===== src/opt_pkg.sv =====
// Contract
// - mode 00 single, 01 delayed, 1X continuous
// - ch5 mode bits 12-13, ch4 14-15
// - ch7 mode bits 2-3, ch6 6-7
// - bit 1 picks ch7 start: group or ch6
// - group67 start: pin b, or event buses
// - group67 clock: clock bus by code
// - ch10/9/8 modes at bits 2-3/4-5/6-7
// - bit 11: pin c or event bus 3
// - group8to10 clock: codes select clock bus
// - 16-bit down-counter steps on count clock
// - reload write leaves counter untouched
// - single-shot loads reload at enable
// - delayed/continuous load reload at underflow
// - underflow reload within same clock period
// - output toggles at underflow, and at start except in delayed mode
// - delayed: two underflows, then stop
// - continuous runs until software clears enable
// - underflow request on every underflow
package opt_pkg;
  localparam int unsigned ADDR_W    = 24;
  localparam int unsigned NUM_CH    = 7;          // channels four to ten
  localparam int unsigned CNT_W     = 16;

  // register word indices; byte address is four times the index
  localparam logic [23:0] IDX_MODE45   = 24'h80_029D;
  localparam logic [23:0] IDX_CTRL67   = 24'h80_02AA;
  localparam logic [23:0] IDX_CTRL810  = 24'h80_02EA;
  localparam logic [23:0] IDX_CNT_BASE = 24'h80_0300;
  localparam logic [23:0] IDX_RL_BASE  = 24'h80_0310;
  localparam logic [23:0] IDX_ENABLE   = 24'h80_0320;
  localparam logic [23:0] IDX_STATUS   = 24'h80_0321;

  // writable bits, everything else reads zero
  localparam logic [7:0]  MASK_MODE45  = 8'hF0;
  localparam logic [15:0] MASK_CTRL67  = 16'hCECE;
  localparam logic [15:0] MASK_CTRL810 = 16'hC8FC;
  localparam logic [15:0] MASK_ENABLE  = 16'h7F7F;

  localparam logic [7:0]  RST_MODE45   = 8'h00;
  localparam logic [15:0] RST_CTRL     = 16'h0000;
  localparam logic [15:0] RST_CNT      = 16'h0000;

  // field positions, mode45 sits in the low byte (bit n of the halfword at n-8)
  localparam int unsigned CH5_MODE_LSB   = 4;
  localparam int unsigned CH4_MODE_LSB   = 6;
  localparam int unsigned CH7_MODE_LSB   = 2;
  localparam int unsigned CH6_MODE_LSB   = 6;
  localparam int unsigned CH7_SRC_BIT    = 1;
  localparam int unsigned G67_SRC_LSB    = 9;
  localparam int unsigned CLK_SEL_LSB    = 14;
  localparam int unsigned CH10_MODE_LSB  = 2;
  localparam int unsigned CH9_MODE_LSB   = 4;
  localparam int unsigned CH8_MODE_LSB   = 6;
  localparam int unsigned G810_SRC_BIT   = 11;
  localparam int unsigned PERMIT_LSB     = 8;

  localparam logic [1:0] MODE_SINGLE  = 2'b00;
  localparam logic [1:0] MODE_DELAYED = 2'b01;
endpackage


===== src/chan_if.sv =====
`timescale 1ns/100ps
interface chan_if;
  logic [1:0]  mode;
  logic        tick;
  logic        run;
  logic        start;
  logic        cnt_wr;
  logic        rl_wr;
  logic [15:0] wr_data;
  logic [15:0] count;
  logic [15:0] reload;
  logic        out_ff;
  logic        underflow;
  logic        done;

  modport ctrl (output mode, tick, run, start, cnt_wr, rl_wr, wr_data,
                input  count, reload, out_ff, underflow, done);
  modport chan (input  mode, tick, run, start, cnt_wr, rl_wr, wr_data,
                output count, reload, out_ff, underflow, done);
endinterface


===== src/timer_channel.sv =====
`timescale 1ns/100ps
module timer_channel (
  input  wire logic clk_in,      // system clock
  input  wire logic sys_rst_in,  // synchronous reset, high
  chan_if.chan      ch           // control and state of one channel
);
  logic [15:0] cnt_reg;
  logic [15:0] cnt_next;
  logic [15:0] rl_reg;
  logic        out_reg;
  logic        out_next;
  logic        first_reg;
  logic        first_next;
  logic        uf_reg;
  logic        done_reg;

  wire is_single  = (ch.mode == opt_pkg::MODE_SINGLE);
  wire is_delayed = (ch.mode == opt_pkg::MODE_DELAYED);
  wire is_cont    = ch.mode[1];
  wire step       = ch.run && ch.tick && !ch.start;
  wire at_zero    = (cnt_reg == 16'h0000);
  wire uf_hit     = step && at_zero;
  // delayed mode finishes on its second underflow, single-shot on its first
  wire finish     = uf_hit && (is_single || (is_delayed && !first_reg));

  always_comb begin
    cnt_next   = cnt_reg;
    out_next   = out_reg;
    first_next = first_reg;
    if (ch.start) begin
      first_next = 1'b1;
      if (!is_delayed) begin
        out_next = ~out_reg;
      end
      if (is_single) begin
        cnt_next = rl_reg;
      end
    end else if (uf_hit) begin
      out_next   = ~out_reg;
      first_next = 1'b0;
      if (is_cont || (is_delayed && first_reg)) begin
        cnt_next = rl_reg;
      end
    end else if (step) begin
      cnt_next = cnt_reg - 16'h0001;
    end
    // a direct counter write overrides counting in that cycle
    if (ch.cnt_wr) begin
      cnt_next = ch.wr_data;
    end
  end

  always_ff @(posedge clk_in) begin
    if (sys_rst_in) begin
      cnt_reg   <= opt_pkg::RST_CNT;
      rl_reg    <= opt_pkg::RST_CNT;
      out_reg   <= 1'b0;
      first_reg <= 1'b0;
      uf_reg    <= 1'b0;
      done_reg  <= 1'b0;
    end else begin
      cnt_reg   <= cnt_next;
      out_reg   <= out_next;
      first_reg <= first_next;
      uf_reg    <= uf_hit;
      done_reg  <= finish;
      if (ch.rl_wr) begin
        rl_reg <= ch.wr_data;
      end
    end
  end

  assign ch.count     = cnt_reg;
  assign ch.reload    = rl_reg;
  assign ch.out_ff    = out_reg;
  assign ch.underflow = uf_reg;
  assign ch.done      = done_reg;
endmodule


===== src/output_pulse_timer_group.sv =====
`timescale 1ns/100ps
module output_pulse_timer_group (
  input  wire logic        clk_in,                // system clock, 100 MHz
  input  wire logic        sys_rst_in,            // synchronous reset, high
  input  wire logic [23:0] avs_address_in,        // word address
  input  wire logic        avs_read_in,           // read request
  input  wire logic        avs_write_in,          // write request
  input  wire logic [31:0] avs_writedata_in,      // write data
  input  wire logic [3:0]  avs_byteenable_in,     // byte lanes
  output logic      [31:0] avs_readdata_out,      // read data
  output logic             avs_waitrequest_out,   // stall
  input  wire logic [3:0]  clock_bus_in,          // count clock ticks
  input  wire logic [3:0]  event_bus_in,          // input event buses
  input  wire logic        ext_trigger_pin_b_in,  // start pin, group 6/7
  input  wire logic        ext_trigger_pin_c_in,  // start pin, group 8-10
  output logic      [6:0]  pulse_out,             // output flip-flops ch4..ch10
  output logic      [6:0]  underflow_out          // underflow requests ch4..ch10
);
  localparam int unsigned N = opt_pkg::NUM_CH;

  function automatic logic sel_clk(input logic [1:0] code, input logic [3:0] bus);
    sel_clk = bus[code];
  endfunction

  function automatic logic [15:0] lane_mask(input logic [3:0] be);
    lane_mask = {{8{be[1]}}, {8{be[0]}}};
  endfunction

  function automatic logic [15:0] merge(input logic [15:0] old_v,
                                        input logic [15:0] new_v,
                                        input logic [15:0] keep);
    merge = (old_v & ~keep) | (new_v & keep);
  endfunction

  logic [7:0]  mode45_reg;
  logic [15:0] ctrl67_reg;
  logic [15:0] ctrl810_reg;
  logic [15:0] enable_reg;
  logic [15:0] enable_next;
  logic        ack_reg;
  logic [31:0] rdata_reg;
  logic [31:0] rdata_next;
  logic        pin_b_d;
  logic        pin_c_d;
  logic [3:0]  evt_d;
  logic        ch6_out_d;
  logic [6:0]  cen_d;

  chan_if chs[N] ();

  // bus handshake: one wait cycle, then the answer
  wire         req       = avs_read_in || avs_write_in;
  wire         wr_fire   = avs_write_in && ack_reg;
  wire [15:0]  be_mask   = lane_mask(avs_byteenable_in);
  wire [15:0]  wdata     = avs_writedata_in[15:0];
  wire         hit_m45   = (avs_address_in == opt_pkg::IDX_MODE45);
  wire         hit_c67   = (avs_address_in == opt_pkg::IDX_CTRL67);
  wire         hit_c810  = (avs_address_in == opt_pkg::IDX_CTRL810);
  wire         hit_en    = (avs_address_in == opt_pkg::IDX_ENABLE);
  wire         hit_st    = (avs_address_in == opt_pkg::IDX_STATUS);
  wire [23:0]  cnt_off   = avs_address_in - opt_pkg::IDX_CNT_BASE;
  wire [23:0]  rl_off    = avs_address_in - opt_pkg::IDX_RL_BASE;
  wire         hit_cnt   = (cnt_off < 24'(N));
  wire         hit_rl    = (rl_off < 24'(N));
  wire [2:0]   cnt_idx   = cnt_off[2:0];
  wire [2:0]   rl_idx    = rl_off[2:0];

  // mode fields per channel, index 0 is channel four
  wire [1:0] mode_ch [N];
  assign mode_ch[0] = mode45_reg[opt_pkg::CH4_MODE_LSB +: 2];
  assign mode_ch[1] = mode45_reg[opt_pkg::CH5_MODE_LSB +: 2];
  assign mode_ch[2] = ctrl67_reg[opt_pkg::CH6_MODE_LSB +: 2];
  assign mode_ch[3] = ctrl67_reg[opt_pkg::CH7_MODE_LSB +: 2];
  assign mode_ch[4] = ctrl810_reg[opt_pkg::CH8_MODE_LSB +: 2];
  assign mode_ch[5] = ctrl810_reg[opt_pkg::CH9_MODE_LSB +: 2];
  assign mode_ch[6] = ctrl810_reg[opt_pkg::CH10_MODE_LSB +: 2];

  // count clocks; a two-bit code indexes all four buses, so 11 is bus 3
  wire [1:0] cks67  = ctrl67_reg[opt_pkg::CLK_SEL_LSB +: 2];
  wire [1:0] cks810 = ctrl810_reg[opt_pkg::CLK_SEL_LSB +: 2];
  wire       tick45  = clock_bus_in[0];
  wire       tick67  = sel_clk(cks67, clock_bus_in);
  wire       tick810 = sel_clk(cks810, clock_bus_in);

  // start sources, taken on rising edges
  wire [2:0] src67    = ctrl67_reg[opt_pkg::G67_SRC_LSB +: 3];
  wire       g67_lvl  = src67[2] ? event_bus_in[src67[1:0]]
                                 : ext_trigger_pin_b_in;
  wire       g67_prev = src67[2] ? evt_d[src67[1:0]] : pin_b_d;
  wire       g67_edge = g67_lvl && !g67_prev;
  wire       g810_sel = ctrl810_reg[opt_pkg::G810_SRC_BIT];
  wire       g810_edge = g810_sel ? (event_bus_in[3] && !evt_d[3])
                                  : (ext_trigger_pin_c_in && !pin_c_d);
  wire       ch6_edge = chs[2].out_ff && !ch6_out_d;
  wire       ch7_edge = ctrl67_reg[opt_pkg::CH7_SRC_BIT] ? ch6_edge : g67_edge;

  wire [6:0] trig   = {g810_edge, g810_edge, g810_edge, ch7_edge, g67_edge, 2'b00};
  wire [6:0] permit = enable_reg[opt_pkg::PERMIT_LSB +: 7];
  wire [6:0] cen    = enable_reg[6:0];

  wire [6:0]  done_vec;
  wire [6:0]  out_vec;
  wire [6:0]  uf_vec;
  wire [15:0] cnt_rd [N];
  wire [15:0] rl_rd  [N];

  genvar g;
  generate
    for (g = 0; g < N; g++) begin : gen_ch
      wire tick_g = (g < 2) ? tick45 : ((g < 4) ? tick67 : tick810);
      assign chs[g].mode    = mode_ch[g];
      assign chs[g].tick    = tick_g;
      assign chs[g].run     = cen[g];
      assign chs[g].start   = cen[g] && !cen_d[g];
      assign chs[g].cnt_wr  = wr_fire && hit_cnt && (cnt_idx == 3'(g));
      assign chs[g].rl_wr   = wr_fire && hit_rl && (rl_idx == 3'(g));
      assign chs[g].wr_data = merge(g == 0 ? 16'h0000 : 16'h0000, wdata, be_mask)
                              | (chs[g].cnt_wr ? (chs[g].count & ~be_mask)
                                               : (chs[g].reload & ~be_mask));
      assign done_vec[g] = chs[g].done;
      assign out_vec[g]  = chs[g].out_ff;
      assign uf_vec[g]   = chs[g].underflow;
      assign cnt_rd[g]   = chs[g].count;
      assign rl_rd[g]    = chs[g].reload;
      timer_channel u_ch (
        .clk_in     (clk_in),
        .sys_rst_in (sys_rst_in),
        .ch         (chs[g])
      );
    end
  endgenerate

  // a software write wins over a same-cycle hardware stop; triggers set last
  wire [15:0] en_wr   = merge(enable_reg, wdata, be_mask) & opt_pkg::MASK_ENABLE;
  wire [15:0] m45_wr  = merge({8'h00, mode45_reg}, wdata, be_mask)
                        & {8'h00, opt_pkg::MASK_MODE45};
  wire [15:0] en_hw   = enable_reg & ~{9'h000, done_vec};
  wire [15:0] en_base = (wr_fire && hit_en) ? en_wr : en_hw;
  assign enable_next  = en_base | {9'h000, trig & permit};

  wire [15:0] rd_half =
      hit_m45  ? {8'h00, mode45_reg} :
      hit_c67  ? ctrl67_reg :
      hit_c810 ? ctrl810_reg :
      hit_en   ? enable_reg :
      hit_st   ? {9'h000, out_vec} :
      hit_cnt  ? cnt_rd[cnt_idx] :
      hit_rl   ? rl_rd[rl_idx] : 16'h0000;
  assign rdata_next = {16'h0000, rd_half};

  always_ff @(posedge clk_in) begin
    if (sys_rst_in) begin
      ack_reg   <= 1'b0;
      rdata_reg <= 32'h0000_0000;
    end else begin
      ack_reg   <= req && !ack_reg;
      rdata_reg <= rdata_next;
    end
  end

  // mode writes are honoured at once; keeping the channel idle is software's job
  always_ff @(posedge clk_in) begin
    if (sys_rst_in) begin
      mode45_reg  <= opt_pkg::RST_MODE45;
      ctrl67_reg  <= opt_pkg::RST_CTRL;
      ctrl810_reg <= opt_pkg::RST_CTRL;
    end else if (wr_fire) begin
      if (hit_m45) begin
        mode45_reg <= m45_wr[7:0];
      end
      if (hit_c67) begin
        ctrl67_reg <= merge(ctrl67_reg, wdata, be_mask) & opt_pkg::MASK_CTRL67;
      end
      if (hit_c810) begin
        ctrl810_reg <= merge(ctrl810_reg, wdata, be_mask) & opt_pkg::MASK_CTRL810;
      end
    end
  end

  always_ff @(posedge clk_in) begin
    if (sys_rst_in) begin
      enable_reg <= opt_pkg::RST_CTRL;
      cen_d      <= 7'h00;
      pin_b_d    <= 1'b0;
      pin_c_d    <= 1'b0;
      evt_d      <= 4'h0;
      ch6_out_d  <= 1'b0;
    end else begin
      enable_reg <= enable_next;
      cen_d      <= enable_reg[6:0];
      pin_b_d    <= ext_trigger_pin_b_in;
      pin_c_d    <= ext_trigger_pin_c_in;
      evt_d      <= event_bus_in;
      ch6_out_d  <= chs[2].out_ff;
    end
  end

  assign avs_waitrequest_out = req && !ack_reg;
  assign avs_readdata_out    = rdata_reg;
  assign pulse_out           = out_vec;
  assign underflow_out       = uf_vec;
endmodule


===== config.mk =====
export PLATFORM = sky130hd
export DESIGN_NAME = output_pulse_timer_group
export DESIGN_NICKNAME = d
export VERILOG_FILES = /design/src/opt_pkg.sv /design/src/chan_if.sv /design/src/timer_channel.sv /design/src/output_pulse_timer_group.sv
export SDC_FILE = /design/constraint.sdc
export NUM_CORES = 1
export LEC_CHECK = 0
export BUFFER_PORTS_ARGS = -buffer_cell sky130_fd_sc_hd__buf_4
export CAP_MARGIN = 10
export CORE_MARGIN = 2
export CORE_UTILIZATION = 33
export DETAILED_ROUTE_END_ITERATION = 10
export GPL_TIMING_DRIVEN = 0
export PLACE_DENSITY = 0.45
export REMOVE_ABC_BUFFERS = 1
export SYNTH_ARGS = -nofsm -noshare
export SYNTH_HDL_FRONTEND = slang
export SYNTH_SLANG_ARGS = --single-unit

===== constraint.sdc =====
create_clock -name clk_in -period 3.7 [get_ports clk_in]
set_clock_uncertainty 0.2 [all_clocks]
set_input_delay 0.555 -clock clk_in [delete_from_list [all_inputs] [get_ports clk_in]]
set_output_delay 0.555 -clock clk_in [all_outputs]
set_load 0.02 [all_outputs]

==> results of run 1 <==
## timing repair
action / 4_1_cts / 5_1_grt
pin swaps: 4 / 7
hold endpoints to repair: 3 / 0
hold buffers: 3 / 0
endpoints found under the setup margin: 200 / 98
gates resized for setup: 23 / 18
setup buffers: 11 / 8
cloned: 1 / 0
## placed cells by master (no fill, tap or decap), types with 10 or more instances in the layout
cell         n
clkbuf_8    13
nor3_2      10
o31ai_1     19
xnor2_1     17
or2_2       12
mux2i_1     77
and2_1      16
mux2_2      29
nor4_1      24
o211ai_1    45
a2111oi_0   14
nor3_4      13
conb_1      16
a211oi_1    74
nand2_1    182
and3_1      30
a221oi_1    14
mux4_2      33
o21a_1      20
inv_1       38
a31oi_1     39
nand2b_1    37
o21ai_0    229
o22ai_1     24
buf_4      107
nand3_1     64
nand4_1     22
a21oi_1    213
dfxtp_1    320
nor2_1     318
a21o_1      20
nor2b_1     49
clkbuf_16   41
nor3_1     111
or4_1       28
o211a_1     12
buf_6       11
or3_1       47
## worst paths after layout
kind	start	to	depth (start not counted)	slack, ns
worst min register to register	gen_ch[1].u_ch.first_reg$_SDFFE_PP0P_	gen_ch[1].u_ch.first_reg$_SDFFE_PP0P_	2	0.26
worst min-delay path	ext_trigger_pin_b_in	pin_b_d$_SDFF_PP0_	2	0.03
worst max register to register	gen_ch[1].u_ch.ch.count[0]$_SDFFE_PP0P_	gen_ch[1].u_ch.ch.count[2]$_SDFFE_PP0P_	9	0.15
worst max-delay path	avs_byteenable_in[0]	gen_ch[5].u_ch.ch.reload[0]$_SDFFE_PP0P_	6	0.03
## cell type report
type                            count  area (um2)
Fill cell                        6366       38100
Multi-Input combinational cell   2068       13200
Sequential cell                   320        6410
Clock buffer                       62        1230
Timing Repair Buffer              134        1220
Tap cell                          790         988
Inverter                           39         148
Clock inverter                      9         103
Antenna cell                        4        10.0
## per-stage QoR
step	util, %	setup TNS (ns)	setup WS, ns
3_5_place_dp	35.1	-210.02	-1.49
2_1_floorplan	-	-0.395	-0.0555
3_3_place_gp	34.2	-654.45	-4.10
5_1_grt	37.9	0	0.00289
6_report	37.9	0	0.0265
4_1_cts	37.7	-2.80	-0.254
## per-layer routing
layer	vias to the layer above	wire length, um	global-route usage [%]
li1	9762	-	-
met1	10600	41300	40.3
met2	1059	43000	45.7
met3	203	8040	4.44
met4	0	4860	14.1
met5	-	0	0
## worst register-to-register path, cell delays in order (launching register included)
cell,delay [ns]
dfxtp_1,0.37
inv_1,0.12
ha_1,0.24
or4b_2,0.77
and4b_1,0.45
a31oi_1,0.23
o21a_1,0.43
a21oi_4,0.41
nand2_1,0.10
a31oi_1,0.17
## logic make-up (layout without fill, tap and decap cells)
family | Yosys count | in the layout | synth area share [%]
flops | 320 | 320 | 31.5
mux | 139 | 139 | 9.04
compound gates | 861 | 861 | 27.2
other cells | 1 | 20 | 0.0184
fa+ha+maj | 7 | 7 | 0.430
buf+inv | 274 | 244 | 5.94
simple gates | 1019 | 1020 | 24.8
xor+xnor | 25 | 25 | 1.08
## power by group through the flow
stage	sequential [mW]	combinational, mW	clock (mW)
after floorplan	3.53	0.187	0
after global placement	3.53	0.537	0
after detailed placement	3.53	0.553	0
after CTS	3.45	0.564	4.17
after global routing	3.45	0.600	4.30
final	3.45	0.582	4.13
==> run summary, run 1 <==
Routed Wire Length: 97.2 mm
Die Wd: 252 um
Max FO, Critical Path: 97
Slew headroom: 14.1%
Final setup fails: 0
Fin area: 23,300 um2
Top Ports: 121
Bufs and invs on worst path: 2
Crit path DAT: 3.89 ns
EDFF count, synth: 0
Hold crit path type: in -> reg
Pins Over Slew Limit: 0
Final hold viol count: 0
Comb power frac: 7.1%
Mean post-synth cell area: 7.70 um2
Vias per inst: 6.30
Req. time, crit path: 3.92 ns
PortBufs: 86
Crit path max-delay cell type: inv_1
Drt pass-1 iters: 6
Top cell type's share of synthesized area: 31.5%
CTS Buf Count: 40
DRC: 0
First-pass GRT wire length: 139 mm
Endpoint kind of the worst setup timing path: flip-flop
Worst setup SP type: input port
Non-Filler Instances: 3,426
Switching Fraction: 26.2%
Total GRT Usage: 29.6%
Clk pwr share: 50.6%
Crit-path most repeated cell: nor2_1
Worst skew pair latency: 0.58 ns
WHS: 0.0277 ns
Inst Count DP: 3,328
Die area: 63,700 um2
Vias: 21,600
Sw Pwr: 2.14 mW
Pwr Total: 8.16 mW
Outcome: finished, final reports clean
Vias in the first global route: 19,900
RSZ-0062 raised after global routing: false
Worst-Margin Slew: 1.29 ns
Clk buf depth: 3
Post-Syn Instances: 2,646
Crit path cell chain: buf_4 > inv_1 > nor2_1 > nor2_1 > o211ai_1 > o21ai_1
Ys async rst share: 0%
Core region area: 61,400 um2
WL/cell: 28.4 um
Iteration-0 DRC Markers: 2,346
CTS root buf: clkbuf_16
Seq/Total Area, Yosys: 31.5%
Main synth FF type: dfxtp_1
Overflow after GRT: 0
Final period util: 99.3%
Rows: 91
Largest cells by area after synthesis: dfxtp_1 31%, nor2_1 6.0%, o21ai_0 5.6%, a21oi_1 5.3%, mux2i_1 3.8%
Clock sink total: 320
LEAKAGE: 8.74 nW
Total number of yosys warnings: 0
Routability cong.: 0.931
Post-Syn Area: 20,400 um2
Worst path max stage delay: 0.97 ns
Max-cap violations: 0
Initial Utilization: 33.2%
PwrDens: 350 nW/um2
Crit path max-delay family: buffers and inverters
Maximum VDD drop: 237 uV
Syn-to-layout area delta: 14.4%
Seq pwr share: 42.3%
Detail Placement HPWL: 70.4 mm
Post-synth top cells: 324 x nor2_1, 320 x dfxtp_1, 229 x o21ai_0
Nets: 2,684
Area post-placement: 21,500 um2
Pin count of the biggest net entering global routing: 98
Highest Clock Rate: 272 MHz
Yosys reg bits: 320
Yosys cell types: 95
Antenna violations before repair: 2
Int Pwr: 6.02 mW
Count leader, synth: nor2_1
Period minus WS final: 3.67 ns
Clock-pin slew on the worst setup and hold paths: 0.06 ns
Htree depth: 2
Post-route ant nets: 0
Cell type with the largest total area after synthesis: dfxtp_1
Critical path type: in -> reg
CTS tree: built
Layout cells sized above 1: 13.2%
Die Ht: 252 um
No activity file was read; power rests on OpenSTA's default activity.
==> inputs of run 2 (changes only) <==
--- a/config.mk
+++ b/config.mk
@@ -11,7 +11,6 @@
 export CORE_UTILIZATION = 33
 export DETAILED_ROUTE_END_ITERATION = 10
 export GPL_TIMING_DRIVEN = 0
-export PLACE_DENSITY = 0.45
 export REMOVE_ABC_BUFFERS = 1
 export SYNTH_ARGS = -nofsm -noshare
 export SYNTH_HDL_FRONTEND = slang
==> run summary, run 2 (synthesized netlist as in run 1, its figures left out) <==
CTS tree: built
Final hold viol count: 0 (unchanged)
Final core occ: 37.7% (-0.24 points)
LEAKAGE: 8.61 nW (-1.5%)
Final setup fails: 2 (+2)
First-pass GRT wire length: 134 mm (-4.2%)
Post-route ant nets: 0 (unchanged)
Comb power frac: 7.1% (about the same)
Crit path max-delay cell type: nor2_1
Detail Placement HPWL: 66.6 mm (-5.5%)
Nets: 2,675 (-0.34%)
Slew headroom: 10.7% (-3.4 points)
Filler instances: 6,362 (-0.063%)
RSZ-0062 raised after global routing: true
Endpoint kind of the worst setup timing path: flip-flop
Worst setup SP type: input port
Pin count of the biggest net entering global routing: 117 (+19%)
Worst path max stage delay: 1.09 ns (+0.12 ns)
Switching Fraction: 26.5% (+0.32 points)
Syn-to-layout area delta: 13.6%
Min-delay src: event_bus_in[3]
Crit-path most repeated cell: nor2_1
Int Pwr: 5.96 mW (-1.0%)
Reg2reg start: ack_reg$_SDFF_PP0_
WL/cell: 27.0 um (-5.0%)
Hold crit path type: in -> reg
Seq pwr share: 42.5% (+0.2 points)
PwrDens: 350 nW/um2 (about the same)
Maximum VDD drop: 247 uV (+4.2%)
Most frequent cells in the layout: 320 x dfxtp_1, 317 x nor2_1, 229 x o21ai_0
Die Wd: 252 um (unchanged)
Antenna violations before repair: 1 (-1)
Bufs and invs on worst path: 2 (unchanged)
Worst skew pair latency: 0.57 ns (about the same)
Crit path DAT: 3.94 ns (+0.05 ns)
Critical path type: in -> reg
Req. time, crit path: 3.92 ns (about the same)
Die Ht: 252 um (unchanged)
PortBufs: 86 (unchanged)
Reg2reg end: gen_ch[6].u_ch.ch.count[12]$_SDFFE_PP0P_
Total GRT Usage: 27.9% (-1.7 points)
Overflow after GRT: 0 (unchanged)
Non-Filler Instances: 3,415 (-0.32%)
Worst-Margin Slew: 1.34 ns (+0.0512 ns)
Initial Utilization: 33.2% (unchanged)
Place WS: -1.50 ns (-0.00778 ns)
Highest Clock Rate: 269 MHz (-1.3%)
Inst Count DP: 3,327 (-0.030%)
Pins Over Slew Limit: 0 (unchanged)
Die area: 63,700 um2 (unchanged)
Hold path endpoint: evt_d[3]$_SDFF_PP0_
Htree depth: 2 (unchanged)
R2R cell count: 5 (-4)
Crit path max-delay family: buffers and inverters
DRC: 0 (unchanged)
Max FO, Critical Path: 97 (unchanged)
Most common cell after layout, fill and taps aside: dfxtp_1
Clock-pin slew on the worst setup and hold paths: 0.06 ns (about the same)
Core region area: 61,400 um2 (unchanged)
Layout cells sized above 1: 13.0% (-0.15 points)
Outcome: complete, but fails checks
Vias per inst: 6.42 (+1.9%)
Top Ports: 121 (unchanged)
Drt pass-1 iters: 8 (+2)
Clock sink total: 320 (unchanged)
CTS Buf Count: 39 (-2.5%)
Setup WS post-layout: -0.0226 ns (-0.0491 ns)
CTS root buf: clkbuf_16
Final period util: 101% (+1.3 points)
R2r setup slk: 0.13 ns (-0.02 ns)
Failing checks: setup timing
Clk buf depth: 3 (unchanged)
Routed Wire Length: 92.1 mm (-5.3%)
Routability cong.: 0.989 (+6.2%)
Sw Pwr: 2.15 mW (+0.59%)
Pwr Total: 8.11 mW (-0.61%)
Rows: 91 (unchanged)
Worst Hold Path Cells: 2 (unchanged)
Max-cap violations: 0 (unchanged)
Period minus WS final: 3.72 ns (+0.0491 ns)
Clk pwr share: 50.4% (-0.2 points)
Iteration-0 DRC Markers: 2,655 (+13%)
Vias: 21,900 (+1.6%)
Crit path cell chain: buf_4 > inv_1 > nor2_1 > nor2_1 > o211ai_1 > o21ai_1
Vias in the first global route: 20,100 (+1.2%)
run 2: repair_timing:
item | CTS | global route
gates cloned | 0 | 0
pin swaps | 4 | 3
endpoints found under the setup margin | 178 | 142
hold endpoints to repair | 2 | 0
setup buffers | 6 | 6
hold buffers | 2 | 0
resized for setup | 18 | 21
run 2: power groups by stage:
stage	logic (mW)	clock network, mW	registers, mW
finish	0.575	4.09	3.45
detailed placement	0.543	0	3.53
floorplan	0.187	0	3.53
global placement	0.522	0	3.53
CTS	0.549	4.09	3.45
global route	0.589	4.23	3.45
run 2: layout make-up:
type	count	area [um2]	area share [%]
clock buffer	54	1130	4.90
sequential	320	6410	27.7
tap	790	988	4.27
timing repair buffer	127	1150	4.96
clock inverter	17	179	0.773
multi-input combinational	2067	13100	56.8
inverter	39	148	0.638
antenna	1	2.50	0.0108
run 2: metal layers:
metal  share of wire, %  GRT usage (%)
met1                 40           36.7
met2                 44           43.0
met3                 10           5.24
met4                6.3           15.3
met5                  0              0
run 2: metrics by stage:
stage          setup TNS, ns  hold WS, ns  instance area [um2]
2_1_floorplan         -0.395        0.225                19400
3_3_place_gp         -580.67        0.242                21000
3_5_place_dp         -186.24        0.250                21500
4_1_cts                    0      0.00113                23000
5_1_grt              -0.0472       0.0260                23100
6_report             -0.0444       0.0244                23100
run 2: worst max path at each step:
stage	start	to	slack, ns	cells after the start
floorplan	avs_address_in[16]	gen_ch[6].u_ch.ch.count[14]$_SDFFE_PP0P_	-0.06	7
global placement	sys_rst_in	gen_ch[6].u_ch.ch.count[4]$_SDFFE_PP0P_	-3.75	4
detailed placement	avs_address_in[1]	gen_ch[0].u_ch.ch.count[4]$_SDFFE_PP0P_	-1.50	9
CTS	avs_address_in[1]	gen_ch[2].u_ch.ch.reload[14]$_SDFFE_PP0P_	0.009	9
global route	avs_address_in[1]	gen_ch[0].u_ch.ch.count[14]$_SDFFE_PP0P_	-0.02	11
finish	avs_byteenable_in[0]	gen_ch[5].u_ch.ch.reload[0]$_SDFFE_PP0P_	-0.02	6
